**src/rtl/watch_timer_map.svh**
```systemverilog
// register map, field layout, reset values and divider figures of the watch timer
//
// Overview of operation
// watch interrupt every 0.5 s from 4.19 MHz main or 32.768 kHz sub clock
// watch interrupt every 1.0 s from sub clock when half-rate select is set
// watch and interval functions run together, each with its own interrupt
// 9-bit prescaler on the watch clock feeds one separately controlled 5-bit counter
// clock select 0 takes main clock over 128, 1 takes sub clock or half
// interval codes 000 to 101 give 2^4 to 2^9 watch clocks; others forbidden
// counter run 1 starts the 5-bit counter, 0 stops and clears it
// timer enable 0 stops everything and clears prescaler and counter
// half-rate select 0 gives 0.5 s, 1 gives 1.0 s watch interrupt
// half-rate select acts only while clock select bit 7 is 1
// reset clears both control registers, timer stopped on divided main clock
// software should use sub clock, not 5.0 MHz main, for 0.5 s
// clearing only counter run leaves prescaler running; first interrupt may be late; here it comes up to 511 watch clocks early
// counter starts counting one prescaler period after enable; first interrupt late
// watch interrupt on 5-bit counter overflow, every 2^14 watch clocks
// unused register bits read zero and ignore writes
`ifndef WATCH_TIMER_MAP_SVH
`define WATCH_TIMER_MAP_SVH

// register indices; byte address is four times the index
`define WT_IDX_MODE 16'hFF4A
`define WT_IDX_TSEL 16'hFF4B
`define WT_IDX_STAT 16'hFF4C
`define WT_IDX_CLR 16'hFF4D
`define WT_IDX_IEN 16'hFF4E
`define WT_ADDR_W 18

// field positions
`define WT_MODE_CLKSEL 7
`define WT_MODE_IVL_HI 6
`define WT_MODE_IVL_LO 4
`define WT_MODE_RUN 1
`define WT_MODE_EN 0
`define WT_TSEL_HALF 0
`define WT_IRQ_WATCH 0
`define WT_IRQ_IVL 1

// writable bits and reset values
`define WT_MODE_MASK 8'hF3
`define WT_TSEL_MASK 8'h01
`define WT_IRQ_MASK 8'h03
`define WT_RESET_VAL 8'h00

// dividers and widths
`define WT_MAIN_DIV 128
`define WT_PRESC_W 9
`define WT_CNT_W 5
`define WT_IVL_BASE 4
`define WT_IVL_MAX 3'h5

// bus answers
`define WT_RESP_OKAY 2'h0
`define WT_RESP_SLVERR 2'h2

`endif

```
**src/rtl/watch_timer_pkg.sv**
```systemverilog
// types shared by the watch timer modules
package watch_timer_pkg;
    typedef logic [7:0] reg8_t;
    typedef logic [1:0] axi_resp_t;
    typedef logic [2:0] ivl_code_t;
    typedef enum logic [1:0] {SRC_MAIN_DIV, SRC_SUB, SRC_SUB_HALF} clk_src_t;
endpackage

```
**src/rtl/watch_link_if.sv**
```systemverilog
// signals between the register top, the clock generator and the counting core
`timescale 1ns/1ps
interface watch_link_if;
    import watch_timer_pkg::*;
    clk_src_t src;
    logic watch_tick;
    logic timer_enable;
    logic counter_run;
    ivl_code_t interval_code;
    logic watch_evt;
    logic interval_evt;
    modport gen (input src, output watch_tick);
    modport core (input watch_tick, timer_enable, counter_run, interval_code,
                  output watch_evt, interval_evt);
endinterface

```
**src/rtl/watch_clock_gen.sv**
```systemverilog
// watch clock tick: main clock over 128, or sub clock pin, or half of it
`timescale 1ns/1ps
`include "watch_timer_map.svh"
module watch_clock_gen #(
    parameter int MAIN_DIV = `WT_MAIN_DIV
) (
    // clock and reset
    input wire logic core_clk,
    input wire logic nrst,
    // sub clock pin, asynchronous
    input wire logic sub_clk_pin,
    // link to the counting core
    watch_link_if.gen link
);
    import watch_timer_pkg::*;
    localparam int DW = $clog2(MAIN_DIV);

    generate
        if (MAIN_DIV < 2 || (1 << DW) != MAIN_DIV) begin : g_chk
            $error("main divider must be a power of two of at least 2");
        end
    endgenerate

    logic [DW-1:0] main_div_reg;
    logic sub_meta_reg, sub_sync_reg, sub_last_reg;
    logic half_reg;
    logic main_tick, sub_rise;

    // free running divider; core_clk is the main clock
    always_ff @(posedge core_clk) begin
        if (!nrst) main_div_reg <= '0;
        else main_div_reg <= main_div_reg + 1'b1;
    end
    assign main_tick = &main_div_reg;

    // two flops before use, third only for the edge
    always_ff @(posedge core_clk) begin
        if (!nrst) begin
            sub_meta_reg <= 1'b0;
            sub_sync_reg <= 1'b0;
            sub_last_reg <= 1'b0;
        end else begin
            sub_meta_reg <= sub_clk_pin;
            sub_sync_reg <= sub_meta_reg;
            sub_last_reg <= sub_sync_reg;
        end
    end
    assign sub_rise = sub_sync_reg & ~sub_last_reg;

    // half rate toggle
    always_ff @(posedge core_clk) begin
        if (!nrst) half_reg <= 1'b0;
        else if (sub_rise) half_reg <= ~half_reg;
    end

    // source choice
    always_comb begin
        unique case (link.src)
            SRC_MAIN_DIV: link.watch_tick = main_tick;
            SRC_SUB: link.watch_tick = sub_rise;
            SRC_SUB_HALF: link.watch_tick = sub_rise & half_reg;
            default: link.watch_tick = 1'b0;
        endcase
    end
endmodule

```
**src/rtl/watch_count_core.sv**
```systemverilog
// 9-bit prescaler, interval event and 5-bit watch counter
`timescale 1ns/1ps
`include "watch_timer_map.svh"
module watch_count_core (
    // clock and reset
    input wire logic core_clk,
    input wire logic nrst,
    // link from the top and the clock generator
    watch_link_if.core link
);
    import watch_timer_pkg::*;

    logic [`WT_PRESC_W-1:0] presc_reg;
    logic [`WT_CNT_W-1:0] cnt_reg;
    logic primed_reg;
    logic watch_evt_reg, interval_evt_reg;
    logic presc_wrap;
    ivl_code_t code_c;
    logic [`WT_PRESC_W-1:0] ivl_mask;

    // prescaler cleared while disabled
    always_ff @(posedge core_clk) begin
        if (!nrst || !link.timer_enable) presc_reg <= '0;
        else if (link.watch_tick) presc_reg <= presc_reg + 1'b1;
    end
    assign presc_wrap = link.watch_tick & (&presc_reg);

    // forbidden codes fall back to the longest interval
    assign code_c = (link.interval_code > `WT_IVL_MAX) ? `WT_IVL_MAX : link.interval_code;
    assign ivl_mask = {`WT_PRESC_W{1'b1}} >> (`WT_IVL_MAX - code_c);

    // interval event independent of counter run
    always_ff @(posedge core_clk) begin
        if (!nrst) interval_evt_reg <= 1'b0;
        else interval_evt_reg <= link.timer_enable & link.watch_tick
                                 & ((presc_reg & ivl_mask) == ivl_mask);
    end

    // first prescaler period after enable only arms the counter
    always_ff @(posedge core_clk) begin
        if (!nrst || !link.timer_enable) primed_reg <= 1'b0;
        else if (presc_wrap) primed_reg <= 1'b1;
    end

    // counter cleared while not running; R13 prescaler untouched here
    always_ff @(posedge core_clk) begin
        if (!nrst || !link.timer_enable || !link.counter_run) cnt_reg <= '0;
        else if (presc_wrap && primed_reg) cnt_reg <= cnt_reg + 1'b1;
    end

    // overflow of the 5-bit counter
    always_ff @(posedge core_clk) begin
        if (!nrst) watch_evt_reg <= 1'b0;
        else watch_evt_reg <= link.timer_enable & link.counter_run & presc_wrap
                              & primed_reg & (&cnt_reg);
    end

    assign link.watch_evt = watch_evt_reg;
    assign link.interval_evt = interval_evt_reg;
endmodule

```
**src/rtl/watch_interval_timer.sv**
```systemverilog
// watch and interval timer top with its axi4-lite register slave
//
// Decided for this implementation: the AXI4-Lite interface to the registers.
`timescale 1ns/1ps
`include "watch_timer_map.svh"
module watch_interval_timer #(
    parameter int ADDR_W = `WT_ADDR_W,
    parameter int MAIN_DIV = `WT_MAIN_DIV
) (
    // clock and reset
    input wire logic core_clk,
    input wire logic nrst,
    // axi4-lite write address
    input wire logic [ADDR_W-1:0] s_axi_awaddr,
    input wire logic s_axi_awvalid,
    output logic s_axi_awready,
    // axi4-lite write data
    input wire logic [31:0] s_axi_wdata,
    input wire logic [3:0] s_axi_wstrb,
    input wire logic s_axi_wvalid,
    output logic s_axi_wready,
    // axi4-lite write response
    output watch_timer_pkg::axi_resp_t s_axi_bresp,
    output logic s_axi_bvalid,
    input wire logic s_axi_bready,
    // axi4-lite read address
    input wire logic [ADDR_W-1:0] s_axi_araddr,
    input wire logic s_axi_arvalid,
    output logic s_axi_arready,
    // axi4-lite read data
    output logic [31:0] s_axi_rdata,
    output watch_timer_pkg::axi_resp_t s_axi_rresp,
    output logic s_axi_rvalid,
    input wire logic s_axi_rready,
    // sub clock pin
    input wire logic sub_clk_pin,
    // events and interrupt
    output logic watch_irq,
    output logic interval_irq,
    output logic irq
);
    import watch_timer_pkg::*;
    localparam int IDX_W = ADDR_W - 2;
    localparam logic [IDX_W-1:0] IDX_MODE = IDX_W'(`WT_IDX_MODE);
    localparam logic [IDX_W-1:0] IDX_TSEL = IDX_W'(`WT_IDX_TSEL);
    localparam logic [IDX_W-1:0] IDX_STAT = IDX_W'(`WT_IDX_STAT);
    localparam logic [IDX_W-1:0] IDX_CLR = IDX_W'(`WT_IDX_CLR);
    localparam logic [IDX_W-1:0] IDX_IEN = IDX_W'(`WT_IDX_IEN);

    generate
        if (ADDR_W < `WT_ADDR_W || ADDR_W > 32) begin : g_chk
            $error("address width must hold the register map and stay within 32");
        end
    endgenerate

    // software visible state
    reg8_t mode_reg;
    reg8_t tsel_reg;
    reg8_t status_reg;
    reg8_t ien_reg;

    // write channel holding state
    logic aw_hold_reg;
    logic w_hold_reg;
    logic [IDX_W-1:0] aw_idx_reg;
    logic [7:0] w_byte_reg;
    logic w_lane0_reg;
    logic bvalid_reg;
    axi_resp_t bresp_reg;

    // read channel state
    logic rvalid_reg;
    axi_resp_t rresp_reg;
    logic [31:0] rdata_reg;

    // decoded write strobes
    logic do_write;
    logic wr_mode;
    logic wr_tsel;
    logic wr_clr;
    logic wr_ien;
    logic wr_hit;
    reg8_t clr_bits;
    reg8_t evt_bits;
    reg8_t status_next;
    reg8_t ien_next;

    // registered interrupt level
    logic irq_reg;

    // read decode
    logic [IDX_W-1:0] rd_idx;
    logic rd_hit;
    reg8_t rd_byte;

    watch_link_if link ();

    // ready only while the channel slot is empty and no response pends
    assign s_axi_awready = ~aw_hold_reg & ~bvalid_reg;
    assign s_axi_wready = ~w_hold_reg & ~bvalid_reg;
    assign do_write = aw_hold_reg & w_hold_reg & ~bvalid_reg;

    // write address slot, taken independently of data
    always_ff @(posedge core_clk) begin
        if (!nrst) begin
            aw_hold_reg <= 1'b0;
        end else if (s_axi_awvalid && s_axi_awready) begin
            aw_hold_reg <= 1'b1;
        end else if (do_write) begin
            aw_hold_reg <= 1'b0;
        end
    end

    // word index; byte offset bits carry nothing here
    always_ff @(posedge core_clk) begin
        if (!nrst) begin
            aw_idx_reg <= '0;
        end else if (s_axi_awvalid && s_axi_awready) begin
            aw_idx_reg <= s_axi_awaddr[ADDR_W-1:2];
        end
    end

    // write data slot
    always_ff @(posedge core_clk) begin
        if (!nrst) begin
            w_hold_reg <= 1'b0;
        end else if (s_axi_wvalid && s_axi_wready) begin
            w_hold_reg <= 1'b1;
        end else if (do_write) begin
            w_hold_reg <= 1'b0;
        end
    end

    // data byte and lane; registers are 8 bits in lane 0
    always_ff @(posedge core_clk) begin
        if (!nrst) begin
            w_byte_reg <= `WT_RESET_VAL;
            w_lane0_reg <= 1'b0;
        end else if (s_axi_wvalid && s_axi_wready) begin
            w_byte_reg <= s_axi_wdata[7:0];
            w_lane0_reg <= s_axi_wstrb[0];
        end
    end

    // write decode; a strobe without lane 0 changes nothing but still answers
    assign wr_mode = do_write & w_lane0_reg & (aw_idx_reg == IDX_MODE);
    assign wr_tsel = do_write & w_lane0_reg & (aw_idx_reg == IDX_TSEL);
    assign wr_clr = do_write & w_lane0_reg & (aw_idx_reg == IDX_CLR);
    assign wr_ien = do_write & w_lane0_reg & (aw_idx_reg == IDX_IEN);

    // mapped address hit for the write answer
    always_comb begin
        unique case (aw_idx_reg)
            IDX_MODE, IDX_TSEL, IDX_STAT, IDX_CLR, IDX_IEN: wr_hit = 1'b1;
            default: wr_hit = 1'b0;
        endcase
    end

    // write response; status is read-only but a write there is harmless
    always_ff @(posedge core_clk) begin
        if (!nrst) begin
            bvalid_reg <= 1'b0;
        end else if (do_write) begin
            bvalid_reg <= 1'b1;
        end else if (s_axi_bready) begin
            bvalid_reg <= 1'b0;
        end
    end

    // response code, held until the next write completes
    always_ff @(posedge core_clk) begin
        if (!nrst) begin
            bresp_reg <= `WT_RESP_OKAY;
        end else if (do_write) begin
            bresp_reg <= wr_hit ? `WT_RESP_OKAY : `WT_RESP_SLVERR;
        end
    end
    assign s_axi_bvalid = bvalid_reg;
    assign s_axi_bresp = bresp_reg;

    // mode register, reset to zero, unused bits masked
    always_ff @(posedge core_clk) begin
        if (!nrst) begin
            mode_reg <= `WT_RESET_VAL;
        end else if (wr_mode) begin
            mode_reg <= w_byte_reg & `WT_MODE_MASK;
        end
    end

    // interrupt time select register
    always_ff @(posedge core_clk) begin
        if (!nrst) begin
            tsel_reg <= `WT_RESET_VAL;
        end else if (wr_tsel) begin
            tsel_reg <= w_byte_reg & `WT_TSEL_MASK;
        end
    end

    // interrupt enable register
    assign ien_next = wr_ien ? (w_byte_reg & `WT_IRQ_MASK) : ien_reg;
    always_ff @(posedge core_clk) begin
        if (!nrst) begin
            ien_reg <= `WT_RESET_VAL;
        end else begin
            ien_reg <= ien_next;
        end
    end

    // sticky status; a new event wins over a clear in the same cycle
    always_comb begin
        clr_bits = wr_clr ? (w_byte_reg & `WT_IRQ_MASK) : `WT_RESET_VAL;
        evt_bits = `WT_RESET_VAL;
        evt_bits[`WT_IRQ_WATCH] = link.watch_evt;
        evt_bits[`WT_IRQ_IVL] = link.interval_evt;
        status_next = (status_reg & ~clr_bits) | evt_bits;
    end

    // status takes the merged set and clear
    always_ff @(posedge core_clk) begin
        if (!nrst) begin
            status_reg <= `WT_RESET_VAL;
        end else begin
            status_reg <= status_next;
        end
    end

    // level interrupt from a flop; next values keep it in step with status
    always_ff @(posedge core_clk) begin
        if (!nrst) begin
            irq_reg <= 1'b0;
        end else begin
            irq_reg <= |(status_next & ien_next);
        end
    end
    assign irq = irq_reg;
    assign watch_irq = link.watch_evt;
    assign interval_irq = link.interval_evt;

    // read decode; clear register is write-only and reads zero
    assign rd_idx = s_axi_araddr[ADDR_W-1:2];
    always_comb begin
        rd_hit = 1'b1;
        unique case (rd_idx)
            IDX_MODE: rd_byte = mode_reg;
            IDX_TSEL: rd_byte = tsel_reg;
            IDX_STAT: rd_byte = status_reg;
            IDX_CLR: rd_byte = `WT_RESET_VAL;
            IDX_IEN: rd_byte = ien_reg;
            default: begin
                rd_byte = `WT_RESET_VAL;
                rd_hit = 1'b0;
            end
        endcase
    end

    // one read at a time; address taken only while no data pends
    assign s_axi_arready = ~rvalid_reg;

    always_ff @(posedge core_clk) begin
        if (!nrst) begin
            rvalid_reg <= 1'b0;
        end else if (s_axi_arvalid && s_axi_arready) begin
            rvalid_reg <= 1'b1;
        end else if (s_axi_rready) begin
            rvalid_reg <= 1'b0;
        end
    end

    // read answer captured at accept, stable while rvalid stands
    always_ff @(posedge core_clk) begin
        if (!nrst) begin
            rresp_reg <= `WT_RESP_OKAY;
            rdata_reg <= '0;
        end else if (s_axi_arvalid && s_axi_arready) begin
            rresp_reg <= rd_hit ? `WT_RESP_OKAY : `WT_RESP_SLVERR;
            rdata_reg <= {24'h000000, rd_byte};
        end
    end
    assign s_axi_rvalid = rvalid_reg;
    assign s_axi_rresp = rresp_reg;
    assign s_axi_rdata = rdata_reg;

    // source: half-rate select only counts on the sub clock
    always_comb begin
        if (!mode_reg[`WT_MODE_CLKSEL]) link.src = SRC_MAIN_DIV;
        else if (tsel_reg[`WT_TSEL_HALF]) link.src = SRC_SUB_HALF;
        else link.src = SRC_SUB;
    end

    // control bits into the counting core
    assign link.timer_enable = mode_reg[`WT_MODE_EN];
    assign link.counter_run = mode_reg[`WT_MODE_RUN];
    assign link.interval_code = mode_reg[`WT_MODE_IVL_HI:`WT_MODE_IVL_LO];

    // watch clock from main divider or sub clock pin
    watch_clock_gen #(
        .MAIN_DIV(MAIN_DIV)
    ) u_clock_gen (
        .core_clk(core_clk),
        .nrst(nrst),
        .sub_clk_pin(sub_clk_pin),
        .link(link.gen)
    );

    // prescaler, interval and watch counting
    watch_count_core u_count_core (
        .core_clk(core_clk),
        .nrst(nrst),
        .link(link.core)
    );
endmodule

```
**config.mk**
```make
export PLATFORM = sky130hd
export DESIGN_NAME = watch_interval_timer
export DESIGN_NICKNAME = d
export VERILOG_FILES = /design/src/rtl/watch_timer_pkg.sv /design/src/rtl/watch_link_if.sv /design/src/rtl/watch_clock_gen.sv /design/src/rtl/watch_count_core.sv /design/src/rtl/watch_interval_timer.sv
export VERILOG_INCLUDE_DIRS = /design/src /design/src/rtl
export SDC_FILE = /design/constraint.sdc
export NUM_CORES = 1
export LEC_CHECK = 0
export BUFFER_PORTS_ARGS = -buffer_cell sky130_fd_sc_hd__buf_2
export CORE_MARGIN = 8
export CORE_UTILIZATION = 32
export DETAILED_ROUTE_END_ITERATION = 10
export GPL_ROUTABILITY_DRIVEN = 0
export PLACE_DENSITY = 0.65
export SLEW_MARGIN = 20
export SYNTH_ARGS = -nofsm -noshare
export SYNTH_HDL_FRONTEND = slang
export SYNTH_SLANG_ARGS = --single-unit
```
**constraint.sdc**
```tcl
create_clock -name core_clk -period 5.1 [get_ports core_clk]
set_input_delay 1.53 -clock core_clk [delete_from_list [all_inputs] [get_ports core_clk]]
set_output_delay 1.53 -clock core_clk [all_outputs]
set_load 0.05 [all_outputs]
```
## Yosys cells after proc, flatten, opt, wreduce, memory -nomap -nowiden

Index checks and enable logic that the tools add are counted.

| storage, ports and cells | value |
|---|---|
| output and inout bits | 44 |
| flip-flop bits (word level) | 93 |
| logic and storage cells | 111 |

| cells by class | value |
|---|---|
| add/subtract/negate cells | 4 |
| equal/unequal tests | 13 |
| order comparisons | 1 |
| shifts and indexed selects | 1 |
| reductions and logical operators | 20 |
| bitwise gates (word level) | 29 |
| multiplexer cells | 18 |

Operators with widths:

| operator | number |
|---|---|
| == test 16 bit, second input constant | 10 |
| one-hot mux 8 bit (4 select lines) | 1 |
| AND 1 bit | 18 |
| AND 8 bit | 2 |
| 2-to-1 mux 2 bit | 5 |
| OR reduction 5 bit | 2 |
| adder 9 x 1 -> 9 bit, second input constant | 1 |
| AND 9 bit | 1 |
| == test 9 bit | 1 |
| 2-to-1 mux 1 bit | 9 |
| AND reduction 9 bit | 1 |
| >> shifter 9 x 3 -> 9 bit, first input constant | 1 |
| 2-to-1 mux 8 bit | 1 |
| inverter 2 -> 8 bit | 1 |
| bitwise OR 8 x 2 -> 8 bit | 1 |
| nonzero test 2 bit | 4 |
| OR reduction 8 bit | 1 |
| adder 7 x 1 -> 7 bit, second input constant | 1 |
| AND reduction 7 bit | 1 |
| inverter 1 bit | 6 |
| adder 5 x 1 -> 5 bit, second input constant | 1 |
| AND reduction 5 bit | 1 |
| logical AND 1 bit | 4 |
| greater-than comparator 3 bit, second input constant | 1 |
| other kinds (8) | 11 |

## Logic depth before layout (Yosys ltp)

| logic depth | value |
|---|---|
| depth after elaboration | 10 |
| gate-level depth with buffers | 8 |
| mapped depth without buffers | 8 |

## Hierarchy

A second synthesis with hierarchy kept.

| second synthesis, totals | value |
|---|---|
| cells, all modules | 376 |
| area, all modules | 3444.6 um^2 |

By module, submodules not included:

| module | area an instance (um^2) | instances | cells each | seq. area each (um^2) |
|---|---|---|---|---|
| watch_interval_timer | 2237.1 | 1 | 248 | 940.9 |
| watch_count_core | 772.0 | 1 | 85 | 340.3 |
| watch_clock_gen | 435.4 | 1 | 43 | 220.2 |

## Least setup slack after synthesis

Ideal clock, no wire load.

| timing | value |
|---|---|
| path type | reg2out |
| start | register bvalid_reg, in the netlist s_axi_bvalid |
| end | output port s_axi_awready |
| path slack | 2.286 ns |
| cell stages (with the launch flop) | 2 |
| data required time | 3.570 ns |
| path buffers | 0 |
| arrival | 1.284 ns |
| cells stage by stage | dfxtp_1 > nor2_1 |

| on the way | value |
|---|---|
| cells in the longest elaborated chain, start to end | 2 |

Ends and longest elaborated chain:

| element | RTL line | source |
|---|---|---|
| start: declaration | watch_interval_timer.sv:68 | `logic bvalid_reg;` |
| start signal: assignment | watch_interval_timer.sv:162 | `bvalid_reg <= 1'b0;` |
| start signal: assignment | watch_interval_timer.sv:164 | `bvalid_reg <= 1'b1;` |
| start signal: assignment | watch_interval_timer.sv:166 | `bvalid_reg <= 1'b0;` |
| inverter 1 bit | watch_interval_timer.sv:99 | `assign s_axi_awready = ~aw_hold_reg & ~bvalid_reg;` |
| AND 1 bit | watch_interval_timer.sv:99 |  |
| end: declaration | watch_interval_timer.sv:16 | `output logic s_axi_awready,` |

No other way between the ends.

==> reports/results.txt <==
Remaining DRCs -> 0
CP Launch Type -> input pin
Post-CTS Resized -> 0
Final hold viol count -> 0
Total Die Area -> 0.0145 sq mm
Critical path startpoint -> nrst
Seq cells post-synth -> 75
Clock Tree Root -> clkbuf_8
Post-synth EDFFs -> 0
Final net count -> 522
Setup TNS -> 0 ps
Most used flip-flop cell after synthesis -> dfxtp_1
RSZ-0062 raised after global routing -> no
Post-CTS Hold Buffers -> 0
Data arrival, critical path -> 2970 ps
Setup violators final -> 0
Crit path time final -> 2750 ps
Detailed Place HPWL -> 5460 um
Power Dens Cells -> 287 mW/mm^2
Hold_sp -> u_clock_gen.main_div_reg[0]$_SDFF_PN0_
Fillers -> 1119
Yosys top cell by area -> dfxtp_1
PortBufs -> 62
CP Cell Sequence -> buf_2 > buf_4 > nand2_1 > a21oi_1 > o21ai_0 > nor4b_1
Mapped Cells -> 376
Vias in the first global route -> 2425
Sequential share of the synthesized area -> 0.430
Outcome -> complete, no violations
Hold path cells -> 1
Max clock buf depth -> 2
I/O pin cnt -> 124
Max reg flops -> 16
Max-cap violations -> 0
P&R area growth vs syn -> 13.8%
GRT Util Overall -> 0.0971
Family with the most delay on the worst path -> simple AND/OR/NAND/NOR gates
Top post-synthesis cells by area -> dfxtp_1, buf_4, nor2b_1
Pin count of the biggest net entering global routing -> 60
Max FO, Critical Path -> 59
Pre-CTS WS -> 2010 ps
Synthesized area per cell -> 9.28 sq um
Initial core utilization -> 0.325
DR pass1 iterations -> 4
CP bufs+invs -> 2
Initial drt markers -> 133
Share of cells above drive strength 1 -> 0.205
CP required -> 5320 ps
Site Rows -> 38
Worst reg2reg endpoint -> u_count_core.cnt_reg[1]$_SDFFE_PP0P_
Crit end category -> register
H-tree depth -> 3
Ys async rst share -> 0
Post-synth top area share -> 0.430
Total grt overflow -> 0
CTS buffer count -> 9
Crit path largest cell delay -> 390 ps
Via count -> 2586
Reg2Reg Setup Slack -> 2900 ps
Hold WC Path Type -> register to register
First-pass GRT wire length -> 11500 um
Wire per inst -> 12.3 um
Synth warn -> 0
Clock Latency Late Sink -> 330 ps
Fin crit share -> 0.539
Worst Skew -> 10.4 ps
Initial antenna violation count -> 0
Antenna Cells -> 0
CP Class -> input pin to register
Clock slew at reported path FFs -> 70 ps
Final wirelength -> 7130 um
Worst R2R Start -> u_count_core.presc_reg[2]$_SDFFE_PP0N_
Peak supply drop -> 105 uV
Synth cell types -> 51
Vias per cell -> 4.47
Slowest CP cell -> buf_4
Fmax -> 0.364 GHz
Max transition margin -> 0.634
TritonCTS clock tree -> yes
Post-synth top cells -> dfxtp_1, nand2_1, buf_4, nor2b_1
Die H -> 120 um
Most frequent cell after synthesis -> dfxtp_1
Floorplan die width -> 120 um
Slew Viols, Final -> 0
Antenna-violating nets left -> 0
Core ar. -> 0.0107 sq mm
Clk sink count -> 75
P_leak -> 1.71 nW
Hold EP -> u_clock_gen.main_div_reg[0]$_SDFF_PN0_
PnR worst setup slack -> 2350 ps
Worst Reg2Reg Path Length in Cells -> 8
Mapped Area -> 0.00349 sq mm
Slew @ Worst Pin -> 549 ps
Post-CTS Setup Bufs -> 0
==> routing by layer <==
metal  GRT usage  routed length, um  share of wire
met5           0                  0              0
met4      0.0445                112          0.016
met3      0.0270                623          0.087
met2       0.152               3020           0.42
met1       0.122               3370           0.47
==> where the power goes <==
part	switching [W]	total, W	internal [W]
Clock	0.000193	0.000378	0.000185
Combinational	0.000101	0.000141	0.0000407
Sequential	0.0000135	0.000618	0.000605
==> worst register-to-register path, cell delays in order, from the launching register on <==
cell,delay [ps]
dfxtp_1,430
nand3_1,160
or3_1,380
nor3_1,160
ha_1,220
nand2_1,80
a21oi_1,360
mux2i_1,240
nor2_1,50
==> area by class of cell <==
class | count | area, sq um | share of cell area
multi-input cells | 274 | 1770 | 0.446
clock buffers | 12 | 145 | 0.0366
well taps | 140 | 175 | 0.0441
repair buffers | 63 | 318 | 0.0801
flip-flops and latches | 75 | 1500 | 0.378
inverters | 12 | 45.0 | 0.0113
clock inverters | 3 | 15.0 | 0.00378
==> logic make-up after synthesis <==
family	after synthesis	synth area share
DFF	75	0.430
other	1	0.00108
muxes	19	0.0552
AOI/OAI and AO/OA	57	0.119
adders and majority gates	7	0.0251
and+or+nand+nor	147	0.238
buffers and inverters	54	0.0911
xor gates and xnor gates	16	0.0402
==> cell usage in the layout (no fill, tap or decap), types with 3 or more instances in the layout <==
cell,n
ha_1,7
clkinv_2,3
xnor2_1,13
nor2_1,18
o21ai_0,8
nand4_1,3
conb_1,28
nand2_1,46
nand2b_1,4
a22oi_1,7
a211oi_1,4
and2_1,11
dfxtp_1,75
xor2_1,3
nor2b_1,28
a21boi_0,18
buf_2,62
inv_1,12
clkbuf_8,10
mux2i_1,17
nand3_1,14
and3_1,5
a21oi_1,9
==> worst max path at each step <==
stage	depth (start not counted)	end	slack (ps)
after floorplan	1	s_axi_awready	2290
after global placement	6	u_count_core.link.interval_evt$_SDFF_PN0_	2080
after detailed placement	6	u_count_core.link.interval_evt$_SDFF_PN0_	2010
after CTS	6	u_count_core.link.interval_evt$_SDFF_PN0_	2330
after global routing	6	u_count_core.link.interval_evt$_SDFF_PN0_	2100
final	6	u_count_core.link.interval_evt$_SDFF_PN0_	2350
==> stage by stage <==
| step | power, W | util | area, sq um | hold WS [ps] | instances |
|---|---|---|---|---|---|
| after CTS | 0.00115 | 0.369 | 3970 | 443 | 579 |
| after detailed placement | 0.000773 | 0.355 | 3810 | 429 | 564 |
| after floorplan | 0.000754 | - | 3590 | 412 | 403 |
| final | 0.00114 | 0.369 | 3970 | 445 | 579 |
| after global placement | 0.000771 | 0.355 | 3810 | 419 | 564 |
| after global routing | 0.00120 | 0.369 | 3970 | 464 | 579 |
No activity file was read; power rests on OpenSTA's default activity.
